[src/shared/fpla_pkg.sv]
// Constants, types and register map of the front-panel load-address block.
package fpla_pkg;
   localparam int CLK_PERIOD_NS = 50;
   localparam int TIME_STATE_NS = 200;
   localparam int MACHINE_CYCLE_NS = 1600;
   localparam int STATE_CLKS = (TIME_STATE_NS + CLK_PERIOD_NS - 1) / CLK_PERIOD_NS;
   localparam int STATES_PER_CYCLE = MACHINE_CYCLE_NS / TIME_STATE_NS;
   localparam int WORD_W = 16;
   localparam logic [1:0] STATE_CNT_RST = 2'h0;
   localparam logic [1:0] STATE_CNT_LAST = 2'(STATE_CLKS - 1);
   // Wishbone byte offsets.
   localparam logic [3:0] CTRL_OFS = 4'h0;
   localparam logic [3:0] STATUS_OFS = 4'h4;
   localparam logic [3:0] MADDR_OFS = 4'h8;
   localparam logic [3:0] PC_OFS = 4'hC;
   // Control register fields.
   localparam int CTRL_RUN_BIT = 0;
   localparam int CTRL_PH1_CLR_BIT = 1;
   // Status register fields.
   localparam int STAT_REQ_BIT = 0;
   localparam int STAT_RUN1_BIT = 1;
   localparam int STAT_RUN2_BIT = 2;
   localparam int STAT_PH1_BIT = 3;
   localparam int STAT_TS_LSB = 4;
   localparam logic [WORD_W-1:0] WORD_RST = 16'h0000;
   typedef enum logic [2:0] {
      T0 = 3'h0, T1 = 3'h1, T2 = 3'h3, T3 = 3'h2,
      T4 = 3'h6, T5 = 3'h7, T6 = 3'h5, T7 = 3'h4
   } time_state_t;
endpackage : fpla_pkg

[src/shared/timing_if.sv]
// Time-state signals from the cycle timer to the load-address logic.
`timescale 1ns/1ps
interface timing_if;
   import fpla_pkg::*;
   time_state_t state;
   logic in_t2;
   logic strobe;
   logic end_of_cycle_time;
   modport gen (output state, output in_t2, output strobe, output end_of_cycle_time);
   modport use_side (input state, input in_t2, input strobe, input end_of_cycle_time);
endinterface : timing_if

[src/hw/cycle_timer.sv]
// Machine-cycle timer producing time states T0 to T7.
`timescale 1ns/1ps
module cycle_timer (
   // Clock and reset
   input wire logic clock_i,
   input wire logic rstn_i,
   // Time states
   timing_if.gen tim
);
   import fpla_pkg::*;

   time_state_t state;
   time_state_t next_state;
   logic [1:0] cnt;
   logic [1:0] next_cnt;

   always_comb begin
      next_cnt = (cnt == STATE_CNT_LAST) ? STATE_CNT_RST : 2'(cnt + 2'h1);
      next_state = state;
      if (cnt == STATE_CNT_LAST) begin
         unique case (state)
            T0: next_state = T1;
            T1: next_state = T2;
            T2: next_state = T3;
            T3: next_state = T4;
            T4: next_state = T5;
            T5: next_state = T6;
            T6: next_state = T7;
            T7: next_state = T0;
         endcase
      end
   end

   always_ff @(posedge clock_i or negedge rstn_i) begin
      if (!rstn_i) begin
         state <= T0;
         cnt <= STATE_CNT_RST;
      end else begin
         state <= next_state;
         cnt <= next_cnt;
      end
   end

   // The strobe is one clock wide, at the first clock of T2 and of T5.
   assign tim.state = state;
   assign tim.in_t2 = (state == T2);
   assign tim.strobe = ((state == T2) || (state == T5)) && (cnt == STATE_CNT_RST);
   assign tim.end_of_cycle_time = (state == T7) && (cnt == STATE_CNT_LAST);
endmodule : cycle_timer

[src/hw/front_panel_load_address.sv]
// Front-panel load-address control with its registers on classic Wishbone.
//
// Operation
// - A press of the switch is taken only while the processor is halted.
// - A latch holds the request from press until the switch is released.
// - The switch enable follows the request with no wait for a time state.
// - The switch enable drives the switch register onto the input bus.
// - At T2 the switch enable gates the input bus onto the first operand bus.
// - At T2 an active-low gate merges both operand buses, the second held at zero.
// - At T2 with the request true the memory-address select is raised.
// - The memory-address select yields strobes for all address bits at T2 and T5.
// - At T2 the request also raises the program-counter select.
// - The program-counter select yields strobes for all counter bits at T2 and T5.
// - The request holds both run-state flip-flops reset.
// - The request sets phase one at the end of the first machine cycle after the press.
// - Each address and counter bit holding one lights its lamp.
// - While held, the memory-address select is one 200 ns pulse per 1.6 us cycle.
// - The switch enable is low while a press taken when halted is held and high after release.
`timescale 1ns/1ps
module front_panel_load_address #(
   parameter int DATA_W = fpla_pkg::WORD_W
) (
   // Clock and reset
   input wire logic clock_i,
   input wire logic rstn_i,
   // Wishbone slave
   input wire logic wb_cyc_i,
   input wire logic wb_stb_i,
   input wire logic wb_we_i,
   input wire logic [3:0] wb_adr_i,
   input wire logic [3:0] wb_sel_i,
   input wire logic [31:0] wb_dat_i,
   output logic [31:0] wb_dat_o,
   output logic wb_ack_o,
   // Panel switch contacts and switch register
   input wire logic press_contact_i,
   input wire logic release_contact_i,
   input wire logic [DATA_W-1:0] switch_reg_i,
   // Control toward the datapath
   output logic switch_enable_out_n_o,
   output logic switch_reg_read_enable_o,
   output logic input_bus_gate_o,
   output logic early_result_gate_n_o,
   output logic switch_to_maddr_select_o,
   output logic switch_to_pc_select_o,
   output logic [DATA_W-1:0] maddr_bit_strobes_o,
   output logic [DATA_W-1:0] pc_bit_strobes_o,
   output logic [DATA_W-1:0] io_input_bus_o,
   // Indicators
   output logic [DATA_W-1:0] maddr_lamps_o,
   output logic [DATA_W-1:0] pc_lamps_o,
   output logic run_lamp_o,
   output logic phase_one_o
);
   import fpla_pkg::*;

   if (DATA_W < 1 || DATA_W > 32) begin : g_width_check
      $error("DATA_W must lie between 1 and 32.");
   end

   timing_if tim ();

   cycle_timer u_timer (
      .clock_i(clock_i),
      .rstn_i(rstn_i),
      .tim(tim)
   );

   // Contacts come from the panel, so both pass two flip-flops first.
   logic [1:0] press_sync;
   logic [1:0] release_sync;
   always_ff @(posedge clock_i or negedge rstn_i) begin
      if (!rstn_i) begin
         press_sync <= 2'h0;
         release_sync <= 2'h0;
      end else begin
         press_sync <= {press_sync[0], press_contact_i};
         release_sync <= {release_sync[0], release_contact_i};
      end
   end
   logic press_s;
   logic release_s;
   assign press_s = press_sync[1];
   assign release_s = release_sync[1];

   // The switch register is a bank of panel switches, so it passes two flip-flops as well.
   // A word changed while it is sampled may tear for a clock; the operator holds it still during a load.
   logic [DATA_W-1:0] switch_sync_a;
   logic [DATA_W-1:0] switch_sync_b;
   always_ff @(posedge clock_i or negedge rstn_i) begin
      if (!rstn_i) begin
         switch_sync_a <= WORD_RST;
         switch_sync_b <= WORD_RST;
      end else begin
         switch_sync_a <= switch_reg_i;
         switch_sync_b <= switch_sync_a;
      end
   end

   // Control state.
   logic load_address_request;
   logic run_state_one;
   logic run_state_two;
   logic phase_one_state;
   logic phase_seen;
   logic [DATA_W-1:0] maddr;
   logic [DATA_W-1:0] pc;
   logic [DATA_W-1:0] result_hold;
   logic hold_valid;
   logic next_load_address_request;
   logic next_run_state_one;
   logic next_run_state_two;
   logic next_phase_one_state;
   logic next_phase_seen;
   logic [DATA_W-1:0] next_maddr;
   logic [DATA_W-1:0] next_pc;
   logic [DATA_W-1:0] next_result_hold;
   logic next_hold_valid;

   // Datapath terms of the current clock.
   logic swen;
   logic sel_maddr;
   logic sel_pc;
   logic in_gate;
   logic result_gate_n;
   logic load_strobe;
   logic [DATA_W-1:0] io_bus;
   logic [DATA_W-1:0] operand_a;
   logic [DATA_W-1:0] operand_b;
   logic [DATA_W-1:0] result_bus;
   logic [DATA_W-1:0] load_value;

   // Bus decode.
   logic wb_req;
   logic wr_ctrl;
   logic run_cmd;
   logic ph1_clr;
   assign wb_req = wb_cyc_i && wb_stb_i && !wb_ack_o;
   assign wr_ctrl = wb_req && wb_we_i && (wb_adr_i == CTRL_OFS) && wb_sel_i[0];
   assign run_cmd = wr_ctrl && wb_dat_i[CTRL_RUN_BIT];
   assign ph1_clr = wr_ctrl && wb_dat_i[CTRL_PH1_CLR_BIT];

   always_comb begin
      swen = load_address_request;
      io_bus = swen ? switch_sync_b : WORD_RST;
      in_gate = swen && tim.in_t2;
      operand_a = in_gate ? io_bus : WORD_RST;
      operand_b = WORD_RST;
      result_gate_n = !(swen && tim.in_t2);
      result_bus = !result_gate_n ? (operand_a | operand_b) : WORD_RST;
      sel_maddr = load_address_request && tim.in_t2;
      sel_pc = load_address_request && tim.in_t2;
      // T5 has no result on the bus, so its strobe reloads the value held at T2.
      // A request that starts after T2 skips that T5, since nothing of its own is held yet.
      load_strobe = load_address_request && tim.strobe && (tim.in_t2 || hold_valid);
      load_value = tim.in_t2 ? result_bus : result_hold;
   end

   always_comb begin
      next_load_address_request = load_address_request;
      if (release_s) begin
         next_load_address_request = 1'b0;
      end else if (press_s && !run_state_two) begin
         next_load_address_request = 1'b1;
      end
      next_run_state_one = run_state_one || run_cmd;
      next_run_state_two = run_state_two || (run_state_one && tim.end_of_cycle_time);
      if (load_address_request) begin
         next_run_state_one = 1'b0;
         next_run_state_two = 1'b0;
      end
      next_phase_seen = load_address_request && (phase_seen || tim.end_of_cycle_time);
      next_phase_one_state = phase_one_state && !ph1_clr;
      if (load_address_request && tim.end_of_cycle_time && !phase_seen) begin
         next_phase_one_state = 1'b1;
      end
      next_result_hold = result_hold;
      if (!result_gate_n) begin
         next_result_hold = result_bus;
      end
      next_hold_valid = load_address_request && (hold_valid || !result_gate_n);
      next_maddr = maddr;
      next_pc = pc;
      if (load_strobe) begin
         next_maddr = load_value;
         next_pc = load_value;
      end
   end

   always_ff @(posedge clock_i or negedge rstn_i) begin
      if (!rstn_i) begin
         load_address_request <= 1'b0;
         run_state_one <= 1'b0;
         run_state_two <= 1'b0;
         phase_one_state <= 1'b0;
         phase_seen <= 1'b0;
         result_hold <= WORD_RST;
         hold_valid <= 1'b0;
         maddr <= WORD_RST;
         pc <= WORD_RST;
      end else begin
         load_address_request <= next_load_address_request;
         run_state_one <= next_run_state_one;
         run_state_two <= next_run_state_two;
         phase_one_state <= next_phase_one_state;
         phase_seen <= next_phase_seen;
         result_hold <= next_result_hold;
         hold_valid <= next_hold_valid;
         maddr <= next_maddr;
         pc <= next_pc;
      end
   end

   // Registered outputs; datapath outputs lag their terms by one clock, lamp, run and phase outputs do not.
   logic next_seo_n;
   logic next_rd_en;
   logic next_in_gate;
   logic next_res_gate_n;
   logic next_sel_m;
   logic next_sel_p;
   logic [DATA_W-1:0] next_mstb;
   logic [DATA_W-1:0] next_pstb;
   logic [DATA_W-1:0] next_io_bus;

   always_comb begin
      next_seo_n = !swen;
      next_rd_en = swen;
      next_in_gate = in_gate;
      next_res_gate_n = result_gate_n;
      next_sel_m = sel_maddr;
      next_sel_p = sel_pc;
      next_io_bus = io_bus;
   end

   for (genvar b = 0; b < DATA_W; b++) begin : g_strobe
      assign next_mstb[b] = load_strobe;
      assign next_pstb[b] = load_strobe;
   end

   always_ff @(posedge clock_i or negedge rstn_i) begin
      if (!rstn_i) begin
         switch_enable_out_n_o <= 1'b1;
         switch_reg_read_enable_o <= 1'b0;
         input_bus_gate_o <= 1'b0;
         early_result_gate_n_o <= 1'b1;
         switch_to_maddr_select_o <= 1'b0;
         switch_to_pc_select_o <= 1'b0;
         maddr_bit_strobes_o <= WORD_RST;
         pc_bit_strobes_o <= WORD_RST;
         io_input_bus_o <= WORD_RST;
         maddr_lamps_o <= WORD_RST;
         pc_lamps_o <= WORD_RST;
         run_lamp_o <= 1'b0;
         phase_one_o <= 1'b0;
      end else begin
         switch_enable_out_n_o <= next_seo_n;
         switch_reg_read_enable_o <= next_rd_en;
         input_bus_gate_o <= next_in_gate;
         early_result_gate_n_o <= next_res_gate_n;
         switch_to_maddr_select_o <= next_sel_m;
         switch_to_pc_select_o <= next_sel_p;
         maddr_bit_strobes_o <= next_mstb;
         pc_bit_strobes_o <= next_pstb;
         io_input_bus_o <= next_io_bus;
         maddr_lamps_o <= next_maddr;
         pc_lamps_o <= next_pc;
         run_lamp_o <= next_run_state_two;
         phase_one_o <= next_phase_one_state;
      end
   end

   // Wishbone slave: ack one clock after the request, then dropped for one clock.
   logic next_ack;
   logic [31:0] next_dat;
   logic [31:0] status_word;

   always_comb begin
      status_word = 32'h0000_0000;
      status_word[STAT_REQ_BIT] = load_address_request;
      status_word[STAT_RUN1_BIT] = run_state_one;
      status_word[STAT_RUN2_BIT] = run_state_two;
      status_word[STAT_PH1_BIT] = phase_one_state;
      status_word[STAT_TS_LSB +: 3] = tim.state;
      next_ack = wb_req;
      next_dat = 32'h0000_0000;
      if (wb_req && !wb_we_i) begin
         unique case (wb_adr_i)
            STATUS_OFS: next_dat = status_word;
            MADDR_OFS: next_dat = 32'(maddr);
            PC_OFS: next_dat = 32'(pc);
            default: next_dat = 32'h0000_0000;
         endcase
      end
   end

   always_ff @(posedge clock_i or negedge rstn_i) begin
      if (!rstn_i) begin
         wb_ack_o <= 1'b0;
         wb_dat_o <= 32'h0000_0000;
      end else begin
         wb_ack_o <= next_ack;
         wb_dat_o <= next_dat;
      end
   end
endmodule : front_panel_load_address

[config.mk]
export PLATFORM = sky130hd
export DESIGN_NAME = front_panel_load_address
export DESIGN_NICKNAME = d
export VERILOG_FILES = /design/src/shared/fpla_pkg.sv /design/src/shared/timing_if.sv /design/src/hw/cycle_timer.sv /design/src/hw/front_panel_load_address.sv
export SDC_FILE = /design/constraint.sdc
export NUM_CORES = 1
export LEC_CHECK = 0
export BUFFER_PORTS_ARGS = -buffer_cell sky130_fd_sc_hd__buf_2
export CAP_MARGIN = 10
export CELL_PAD_IN_SITES_DETAIL_PLACEMENT = 2
export CELL_PAD_IN_SITES_GLOBAL_PLACEMENT = 2
export CORE_MARGIN = 2
export CORE_UTILIZATION = 33
export DETAILED_ROUTE_END_ITERATION = 6
export PLACE_DENSITY = 0.92
export SKIP_CTS_REPAIR_TIMING = 1
export SKIP_LAST_GASP = 1
export SLEW_MARGIN = 20
export SYNTH_ARGS = -nofsm -noshare
export SYNTH_HDL_FRONTEND = slang
export SYNTH_SLANG_ARGS = --single-unit
export TNS_END_PERCENT = 5
[constraint.sdc]
create_clock -name clock_i -period 3.35 [get_ports clock_i]
set_input_delay 0.1675 -clock clock_i [delete_from_list [all_inputs] [get_ports clock_i]]
set_output_delay 0.1675 -clock clock_i [all_outputs]
set_load 0.02 [all_outputs]
==> parameters.txt, run 1 <==
Parameter                              Value

Pwr
  Combinational fraction of design power ... 7.4%
  Proportion of power drawn by flip-flops and latches ... 41.8%
  Power per standard cell area ... about 630 nW/µm²
  Part of the power in the clock network ... 50.8%
  Switching Fraction ... 22.3%
  Static leakage ... just over 3 nW
  Net switching component of the power ... 0.816 mW
  VDD IR-drop max ... 0.000334 V
  Cell-internal power ... between 2 and 3 mW

Floorplanning
  Vert. Die Dim ... about 120 µm
  Number of rows in the core area ... 43
  Area of the core ... roughly 14000 µm²
  DIE WIDTH ... 122 µm
  Count of pins on the block boundary ... between 150 and 200
  Die footprint ... about 15000 µm²
  Effective utilization at floorplan ... between 30% and 40%

Logic synthesis
  XOR/XNOR share of the synthesized area ... 0.190%
  Proportion of synthesized area in mux cells ... approximately a tenth
  Adder-cell area share of the yosys netlist ... 0.543%
  Fraction of the mapped netlist area in compound gates ... 5.51%
  Dominant combinational cell family by area after synthesis ... buffers and inverters
  Proportion of register bits with asynchronous set or reset after synthesis ... 100%
  Count of flip-flops with a built-in enable after synthesis ... 0
  Area share of the largest cell type after synthesis ... 62.4%
  Top FF cell, synth ... dfrtp_1
  Mean area per synthesized cell ... approximately 14 µm²
  Top cells by area, synth ... dfrtp_1 (62%), buf_4 (11%), mux2_4 (6.2%)
  Number of distinct library cells after synthesis ... 37
  Ys Warns ... 0
  Post-synthesis sequential area ratio ... between 60 and 70%
  Yosys top cell by area ... dfrtp_1
  Simple-gate share of the synthesized area ... roughly 7.2%
  Flops & latches, synth ... around 120
  Synth Instances ... around 320
  Post-Syn Area ... 4610 µm²

STA
  Final Max Slew Viols ... 0
  Transition at the pin with the smallest max-transition slack ... 0.881 ns
  Maximum clock skew at final layout ... 0.00532 ns
  Maximum clock frequency ... 474 MHz
  Setup repair after global routing missed its margin ... false
  Fin Setup TNS ... 0 ns
  Rel. slew slack ... about two fifths
  Post-layout minimum cycle time ... 2.11 ns
  Share of the cycle needed by the critical path after routing ... 63.0%
  Fin. Hold Viols ... 0
  Total setup violations reported at the end of the flow ... 0

Critical path
  Critical path class ... register to register
  Capturing element type of the critical path ... register
  Required time of the worst setup path ... 3.64 ns
  R2R depth ... 6
  CP Buf/Inv Count ... 2
  Largest stage delay on the critical path ... 0.53 ns
  Worst endpoint data arrival time ... about 2.4 ns
  FF-to-FF End ... pc_lamps_o[15]$_DFFE_PN0P_
  Crit path max-delay cell type ... dfrtp_1
  Worst path cell trace ... and3b_1 > buf_4 > nand2_2 > inv_2 > a22o_1 > mux2_2
  Startpoint type of the worst setup path ... register
  Largest fanout on the critical path ... 32
  Reg-to-reg setup timing slack ... between 1 and 1.5 ns
  Kind of cell adding the most delay to the critical path ... simple AND/OR/NAND/NOR gates

Clocking
  Worst-case clock buffer depth ... 2
  Total CTS buffers ... 17
  TritonCTS clock tree ... done
  Clock sink count ... 117
  Buffer type at the clock tree root ... clkbuf_16
  H-Tree Depth ... 4
  Clock latency on the worst-skew pair ... 0.41 ns
  Clock-pin slew on the worst setup and hold paths ... 0.05 ns

Placement
  Weighted congestion reported at the end of routability-driven placement ... ~0.7
  I/O Buffers ... roughly 130
  DP Area ... 5010 µm²
  HPWL after DPL ... roughly 7500 µm

Job
  Max Cap Violations ... 0

Finish
  Footprint of the multi-input gates ... approximately 1100 µm²
  Antenna cell count ... 0
  Nets ... 501
  Storage element area ... 2930 µm²
  Post-route design area ... roughly 5800 µm²
  Fraction of final layout cells with drive strength greater than 1 ... between 40% and 50%
  Synthesis-to-finish area growth ... 26.3%
  Number of fill cells ... 1435

GRT
  Largest net degree at the start of global routing ... 70
  Grt total ovfl ... 0
  Number of antenna violations at the first check in global routing ... 0
  First-pass GRT wire length ... 17100 µm
  GRT Util Overall ... 15.7%
  Vias in the first global route ... 2891

Detailed routing
  Wirelength per Cell ... 18.3 µm
  Drt via density ... 4.48
  Initial drt markers ... 115
  Residual antenna-violating net count after detailed routing ... 0
  Wire length after detailed routing ... 11500 µm
  DRC violations left ... 0
  Routed via count ... 2813
  Router iterations before antenna repair ... 4

Min path
  Hold Crit Start ... wb_dat_i[0]
  WHS Path Cells ... 3
  Worst hold-check path type ... primary input to register
  Hold Crit Endpoint ... run_state_one$_DFF_PN0_

Outcome
  Run status ... finished, final reports clean
-- per-stage QoR --
step                      power (mW)  cells  worst slack (ns)  util (%)  hold slack [ns]
after detailed placement        1.80    578              1.30      36.4            0.277
after CTS                       3.68    609              1.25      40.8           -0.155
after floorplan                 1.71    337              1.70         -           -0.128
final                           3.66    628              1.24      42.3           0.0103
after global routing            3.79    628              1.14      42.3           0.0194
after global placement          1.78    578              1.44      36.4            0.277
-- flip-flops by register name, indices dropped and copies added, names as in the netlist, named ones only --
signal                    flops
early_result_gate_n_o         1
hold_valid                    1
io_input_bus_o               16
load_address_request          1
pc_bit_strobes_o              1
pc_lamps_o                   16
phase_one_o                   1
phase_seen                    1
press_sync                    2
release_sync                  2
result_hold                  16
run_lamp_o                    1
run_state_one                 1
switch_enable_out_n_o         1
switch_reg_read_enable_o      1
switch_sync_a                16
switch_sync_b                16
switch_to_pc_select_o         1
u_timer.cnt                   2
u_timer.tim.state             1
wb_ack_o                      1
wb_dat_o                     16
-- synth_stat cells (2+ instances only) --
cell type  number
a21oi_1         4
a22o_1         17
a22oi_1         7
and2_1         25
and3b_1         2
buf_2           3
buf_4          66
buf_6           3
clkbuf_1        3
dfrtp_1       115
dfstp_2         2
ha_1            2
inv_1           4
mux2_2         14
mux2_4         19
nand2b_1        2
nand4_1         2
nor2_1         11
nor2b_1         3
-- tightest hold or removal path, stage by stage --
cell,delay (ns)
buf_2,0.10
nand2_1,0.06
o2bb2ai_1,0.06
-- final cells by class --
class                           count  area share (%)
Clock buffer                       22            8.32
Clock inverter                      9            2.15
Inverter                            5           0.322
Multi-Input combinational cell    138            19.4
Sequential cell                   117            50.3
Tap cell                          180            3.87
Timing Repair Buffer              157            15.6
-- per-layer routing --
metal  wire length [µm]  track usage, %  vias up  share of wire (%)
li1                   -               -     1228                  -
met2               6080            27.6      118                 53
met5                  0               0        -                  0
met3                633            4.73       15                5.5
met1               4550            17.5     1452                 40
met4                243            7.04        0                2.1
-- how the worst max path moves through the flow --
stage | from | endpoint | slack, ns | depth (start not counted)
after floorplan | u_timer.cnt[0]$_DFF_PN0_ | pc_lamps_o[12]$_DFFE_PN0P_ | 1.70 | 6
after global placement | register | pc_lamps_o[15]$_DFFE_PN0P_ | 1.44 | 6
after detailed placement | register | pc_lamps_o[15]$_DFFE_PN0P_ | 1.30 | 6
after CTS | register | pc_lamps_o[15]$_DFFE_PN0P_ | 1.25 | 6
after global routing | register | pc_lamps_o[15]$_DFFE_PN0P_ | 1.14 | 6
final | register | pc_lamps_o[15]$_DFFE_PN0P_ | 1.24 | 6
-- layout by cell type, fill, tap and decap left out, types with 3 or more instances in the layout --
master	Yosys	routed
clkbuf_16	0	17
clkinv_2	0	4
nor2b_1	3	3
mux2_2	14	14
mux2_4	19	19
a21oi_1	4	4
buf_4	66	4
conb_1	1	16
buf_2	3	133
dfrtp_1	115	115
clkbuf_8	0	4
a22oi_1	7	7
bufinv_16	0	3
a22o_1	17	17
nor2_1	11	11
inv_1	4	4
and2_1	25	25
dlygate4sd3_1	0	19
-- power groups by stage --
| stage | clock [mW] | sequential, mW | combinational [mW] |
|---|---|---|---|
| global route | 1.95 | 1.54 | 0.295 |
| CTS | 1.89 | 1.53 | 0.259 |
| finish | 1.86 | 1.53 | 0.272 |
| global placement | 0 | 1.54 | 0.242 |
| detailed placement | 0 | 1.55 | 0.253 |
| floorplan | 0 | 1.56 | 0.145 |
-- logic make-up (layout without fill, tap and decap cells) --
family,after synthesis,after routing
AO/OA/AOI/OAI,32,32
multiplexers,33,33
AND/OR/NAND/NOR,54,54
adder cells (fa/ha/maj),2,2
other,1,16
XOR/XNOR,1,1
buffers and inverters,82,193
flip-flops,117,117
No activity file was read; power rests on OpenSTA's default activity.
==> inputs of run 2 (changes only) <==
--- a/config.mk
+++ b/config.mk
@@ -10,9 +10,9 @@
 export CELL_PAD_IN_SITES_DETAIL_PLACEMENT = 2
 export CELL_PAD_IN_SITES_GLOBAL_PLACEMENT = 2
 export CORE_MARGIN = 2
-export CORE_UTILIZATION = 33
+export CORE_UTILIZATION = 28
 export DETAILED_ROUTE_END_ITERATION = 6
-export PLACE_DENSITY = 0.92
+export PLACE_DENSITY = 0.84
 export SKIP_CTS_REPAIR_TIMING = 1
 export SKIP_LAST_GASP = 1
 export SLEW_MARGIN = 20
==> constraint.sdc (replaced) <==
create_clock -name clock_i -period 1.83 [get_ports clock_i]
set_input_delay 0.0915 -clock clock_i [delete_from_list [all_inputs] [get_ports clock_i]]
set_output_delay 0.0915 -clock clock_i [all_outputs]
set_load 0.02 [all_outputs]
==> parameters.txt, run 2 (synthesis gave the netlist of run 1 again) <==
Parameter                              Value

GRT
  GRT Util Overall ... 13.6%
  Number of antenna violations at the first check in global routing ... 1
  First-pass GRT wire length ... between 15000 and 20000 µm
  Met2 routing resource usage after global routing ... 23.1%
  Largest net degree at the start of global routing ... 43
  Met3 usage in global routing ... 5.77%
  Routing usage on met1 ... roughly 15%
  Grt peak-use layer ... met2
  Grt total ovfl ... 0
  Vias in the first global route ... 3116

Clocking
  Worst-case clock buffer depth ... 2
  Buffer type at the clock tree root ... clkbuf_16
  Clock latency on the worst-skew pair ... 0.42 ns
  Clock-pin slew on the worst setup and hold paths ... 0.06 ns
  TritonCTS clock tree ... done
  Total CTS buffers ... 17
  H-Tree Depth ... 4
  Clock sink count ... 117

Finish
  Most common cell after layout, fill and taps aside ... buf_2
  Nets ... 512
  Synthesis-to-finish area growth ... 28.6%
  Finished Core Util ... 37.0%
  Highest-count cells in the layout ignoring fill and taps ... buf_2 (133), dfrtp_1 (114), and2_1 (25)
  Fraction of final layout cells with drive strength greater than 1 ... ~46%

Critical path
  Worst endpoint data arrival time ... between 2 and 2.5 ns
  Reg-to-reg setup timing slack ... slightly below 0.09 ns
  Capturing element type of the critical path ... register
  Startpoint type of the worst setup path ... register
  FF-to-FF End ... pc_lamps_o[1]$_DFFE_PN0P_
  CP Launch Point ... u_timer.tim.state[0]$_DFFE_PN0N_
  Critical path class ... register to register
  Required time of the worst setup path ... ~2.1 ns
  R2R depth ... 4
  Largest fanout on the critical path ... 32
  Crit Reg-Reg Startpoint ... u_timer.tim.state[0]$_DFFE_PN0N_

Detailed routing
  Drt via density ... 4.20
  Wire length after detailed routing ... roughly 12000 µm
  Initial drt markers ... 109
  Wirelength per Cell ... about 17 µm
  Router iterations before antenna repair ... 4
  Residual antenna-violating net count after detailed routing ... 0
  Routed via count ... around 2800
  DRC violations left ... 0

Pwr
  Power per standard cell area ... 1080 nW/µm²
  Static leakage ... between 3 and 4 nW
  VDD IR-drop max ... 0.000599 V

STA
  Fin. Hold Viols ... 1
  Rel. slew slack ... between 50% and 60%
  Setup repair after global routing missed its margin ... false
  Fin Setup TNS ... 0 ns
  Transition at the pin with the smallest max-transition slack ... 0.654 ns
  Maximum clock frequency ... 574 MHz
  Hold WS ... -0.00416 ns
  Share of the cycle needed by the critical path after routing ... between 90% and 100%
  Total setup violations reported at the end of the flow ... 0
  Final Max Slew Viols ... 0
  Maximum clock skew at final layout ... 0.00803 ns
  Post-layout minimum cycle time ... 1.74 ns

Min path
  Hold Crit Endpoint ... phase_one_o$_DFF_PN0_
  WHS Path Cells ... 3
  Hold Crit Start ... wb_dat_i[1]
  Worst hold-check path type ... primary input to register

Placement
  HPWL after DPL ... 8090 µm
  Weighted congestion reported at the end of routability-driven placement ... 0.751
  I/O Buffers ... between 100 and 150

Floorplanning
  Die footprint ... ~17000 µm²
  Number of rows in the core area ... 46
  Effective utilization at floorplan ... 28.8%
  Vert. Die Dim ... 132 µm
  Count of pins on the block boundary ... 184
  DIE WIDTH ... 132 µm
  Area of the core ... 16000 µm²

Outcome
  Violated checks ... hold timing
  Run status ... complete, but fails checks

Job
  Max Cap Violations ... 0
run 2: critical path, cell delays in order (launching register included):
cell	delay [ns]
dfrtp_1	0.49
and3b_1	0.26
buf_12	0.23
mux2_2	0.36
mux2_2	0.27
run 2: worst max path at each step:
stage                     slack [ns]  depth (start not counted)                         end
after global placement          0.18                          4   pc_lamps_o[1]$_DFFE_PN0P_
after floorplan                 0.18                          6  pc_lamps_o[12]$_DFFE_PN0P_
after CTS                       0.06                          4   pc_lamps_o[1]$_DFFE_PN0P_
after global routing            0.02                          4   pc_lamps_o[1]$_DFFE_PN0P_
after detailed placement        0.09                          4   pc_lamps_o[1]$_DFFE_PN0P_
final                           0.09                          4   pc_lamps_o[1]$_DFFE_PN0P_
run 2: routing by layer:
layer / vias up / share of wire (%)
li1: 1243 / -
met1: 1457 / 40
met2: 115 / 51
met3: 18 / 6.9
met4: 0 / 1.7
met5: - / 0
run 2: cell type report:
class | count | area, µm²
clock buffer | 25 | 495
sequential | 117 | 2930
multi-input combinational | 138 | 1120
tap | 216 | 270
clock inverter | 4 | 47.5
timing repair buffer | 168 | 1030
antenna | 1 | 2.50
fill | 1711 | 10100
inverter | 5 | 18.8
run 2: stage by stage:
stage               power, mW  setup slack, ns  cell area [µm²]  std cells
global route             6.66           0.0230             5920        674
global placement         3.28            0.183             5160        622
finish                   6.39           0.0882             5920        674
detailed placement       3.31           0.0932             5160        622
floorplan                3.13            0.177             4660        337
CTS                      6.45           0.0628             5700        651
run 2: report_power, final:
group / leakage [nW] / total (mW) / switching [mW] / internal [mW]
Combinational: 1.32 / 0.505 / 0.275 / 0.230
Sequential: 1.48 / 2.79 / 0.0726 / 2.72
Clock: 0.265 / 3.09 / 1.11 / 1.98
==> inputs of run 3 (changes only) <==
--- a/config.mk
+++ b/config.mk
@@ -12,7 +12,7 @@
 export CORE_MARGIN = 2
 export CORE_UTILIZATION = 28
 export DETAILED_ROUTE_END_ITERATION = 6
-export PLACE_DENSITY = 0.84
+export PLACE_DENSITY = 0.75
 export SKIP_CTS_REPAIR_TIMING = 1
 export SKIP_LAST_GASP = 1
 export SLEW_MARGIN = 20
==> parameters.txt, run 3 (synthesis gave the netlist of run 1 again) <==
Parameter                              Value

Pwr
  VDD IR-drop max ... 0.000587 V
  Static leakage ... 3.11 nW
  Power per standard cell area ... 1120 nW/µm²

Critical path
  R2R depth ... 5
  Kind of cell adding the most delay to the critical path ... simple AND/OR/NAND/NOR gates
  FF-to-FF End ... result_hold[11]$_DFFE_PN0P_
  Largest stage delay on the critical path ... 0.38 ns
  Crit path max-delay cell type ... dfrtp_1
  Worst endpoint data arrival time ... around 2 ns
  Startpoint type of the worst setup path ... register
  Capturing element type of the critical path ... register
  Reg-to-reg setup timing slack ... 0.13 ns
  Worst path cell trace ... and3b_1 > buf_12 > nand2_2 > buf_4 > a22o_1
  Critical path class ... register to register
  Largest fanout on the critical path ... 32
  CP Buf/Inv Count ... 2
  Required time of the worst setup path ... 2.13 ns

Clocking
  Total CTS buffers ... 17
  TritonCTS clock tree ... done
  Buffer type at the clock tree root ... clkbuf_16
  Worst-case clock buffer depth ... 2
  Clock sink count ... around 120
  Clock latency on the worst-skew pair ... 0.41 ns
  H-Tree Depth ... 4
  Clock-pin slew on the worst setup and hold paths ... 0.05 ns

Outcome
  Run status ... complete, but fails checks
  Violated checks ... hold timing

GRT
  Grt total ovfl ... 0
  Number of antenna violations at the first check in global routing ... 0
  First-pass GRT wire length ... 17300 µm
  GRT Util Overall ... 13.0%
  Vias in the first global route ... 2984
  Largest net degree at the start of global routing ... 76

STA
  Total setup violations reported at the end of the flow ... 0
  Fin. Hold Viols ... 1
  Setup repair after global routing missed its margin ... false
  Share of the cycle needed by the critical path after routing ... about 93%
  Hold WS ... -0.00973 ns
  Maximum clock skew at final layout ... 0.00699 ns
  Post-layout minimum cycle time ... approximately 1.7 ns
  Maximum clock frequency ... 588 MHz
  Final Max Slew Viols ... 0
  Transition at the pin with the smallest max-transition slack ... 0.684 ns
  Rel. slew slack ... 54.4%
  Fin Setup TNS ... 0 ns

Finish
  Fraction of final layout cells with drive strength greater than 1 ... 47.3%
  Synthesis-to-finish area growth ... 30.7%
  Nets ... 515
  Storage element area ... between 2000 and 3000 µm²
  Finished Core Util ... ~38%
  Antenna cell count ... 0
  Most common cell after layout, fill and taps aside ... buf_2
  Highest-count cells in the layout ignoring fill and taps ... buf_2 (133), dfrtp_1 (115), and2_1 (25)
  Footprint of the multi-input gates ... 1120 µm²
  Number of fill cells ... 1683

Detailed routing
  Initial drt markers ... 91
  Residual antenna-violating net count after detailed routing ... 0
  Drt via density ... 4.13
  Wirelength per Cell ... around 16 µm
  Routed via count ... 2807
  Wire length after detailed routing ... ~11000 µm
  DRC violations left ... 0
  Router iterations before antenna repair ... 4

Placement
  I/O Buffers ... 134
  HPWL after DPL ... 7550 µm
  Weighted congestion reported at the end of routability-driven placement ... 0.768

Floorplanning
  Vert. Die Dim ... 132 µm
  Die footprint ... 17500 µm²
  Count of pins on the block boundary ... 184
  Effective utilization at floorplan ... 28.8%
  Number of rows in the core area ... 46
  Area of the core ... 16000 µm²
  DIE WIDTH ... ~130 µm

Min path
  Hold Crit Endpoint ... run_state_one$_DFF_PN0_
  Worst hold-check path type ... primary input to register
  Hold Crit Start ... wb_sel_i[0]
  WHS Path Cells ... 3

Job
  Max Cap Violations ... 0
run 3: cell types whose count changed in the layout (fill, tap and decap cells not counted), sizes merged:
cell      delta
clkbuf       -1
bufinv       +2
clkinv       +1
diode        -1
clkinvlp     +1
buf          +3
run 3: layout make-up:
| type | instances | area share [%] |
|---|---|---|
| clock buffer | 24 | 8.33 |
| clock inverter | 8 | 1.99 |
| multi-input combinational | 138 | 18.7 |
| timing repair buffer | 171 | 17.5 |
| sequential | 117 | 48.7 |
| inverter | 5 | 0.312 |
| tap | 216 | 4.49 |
run 3: worst max path at each step:
stage | end | slack, ns | cells after the start | from
2_1_floorplan | pc_lamps_o[12]$_DFFE_PN0P_ | 0.18 | 6 | u_timer.cnt[0]$_DFF_PN0_
3_3_place_gp | result_hold[12]$_DFFE_PN0P_ | 0.18 | 5 | register
3_5_place_dp | result_hold[12]$_DFFE_PN0P_ | 0.14 | 5 | register
4_1_cts | result_hold[12]$_DFFE_PN0P_ | 0.11 | 5 | register
5_1_grt | result_hold[12]$_DFFE_PN0P_ | 0.03 | 5 | register
6_report | result_hold[11]$_DFFE_PN0P_ | 0.13 | 5 | register
run 3: power by group:
| part | total [mW] | leakage, nW | switching, mW | internal [mW] |
|---|---|---|---|---|
| logic | 0.503 | 1.33 | 0.272 | 0.231 |
| registers | 2.79 | 1.48 | 0.0687 | 2.72 |
| clock network | 3.45 | 0.302 | 1.14 | 2.31 |
run 3: stage by stage:
step | power [mW] | setup WS, ns | std cells | hold WS, ns | area (µm²)
6_report | 6.74 | 0.128 | 679 | -0.00973 | 6020
5_1_grt | 7.02 | 0.0349 | 679 | 0.0147 | 6020
4_1_cts | 6.81 | 0.108 | 657 | -0.528 | 5800
3_5_place_dp | 3.31 | 0.141 | 625 | -0.0788 | 5180
3_3_place_gp | 3.29 | 0.179 | 625 | -0.0805 | 5180
2_1_floorplan | 3.13 | 0.177 | 337 | -0.204 | 4660
run 3: worst register-to-register path, cell delays in order, from the launching register on:
cell and delay (ns):
dfrtp_1 0.38, and3b_1 0.30, buf_12 0.24, nand2_2 0.20, buf_4 0.22, a22o_1 0.24
run 3: routing by layer:
layer / share of wire, % / track usage, % / vias up
li1: - / - / 1258
met1: 42 / 15.6 / 1407
met2: 49 / 21.0 / 119
met3: 6.2 / 4.11 / 23
met4: 2.6 / 7.05 / 0
met5: 0 / 0 / -
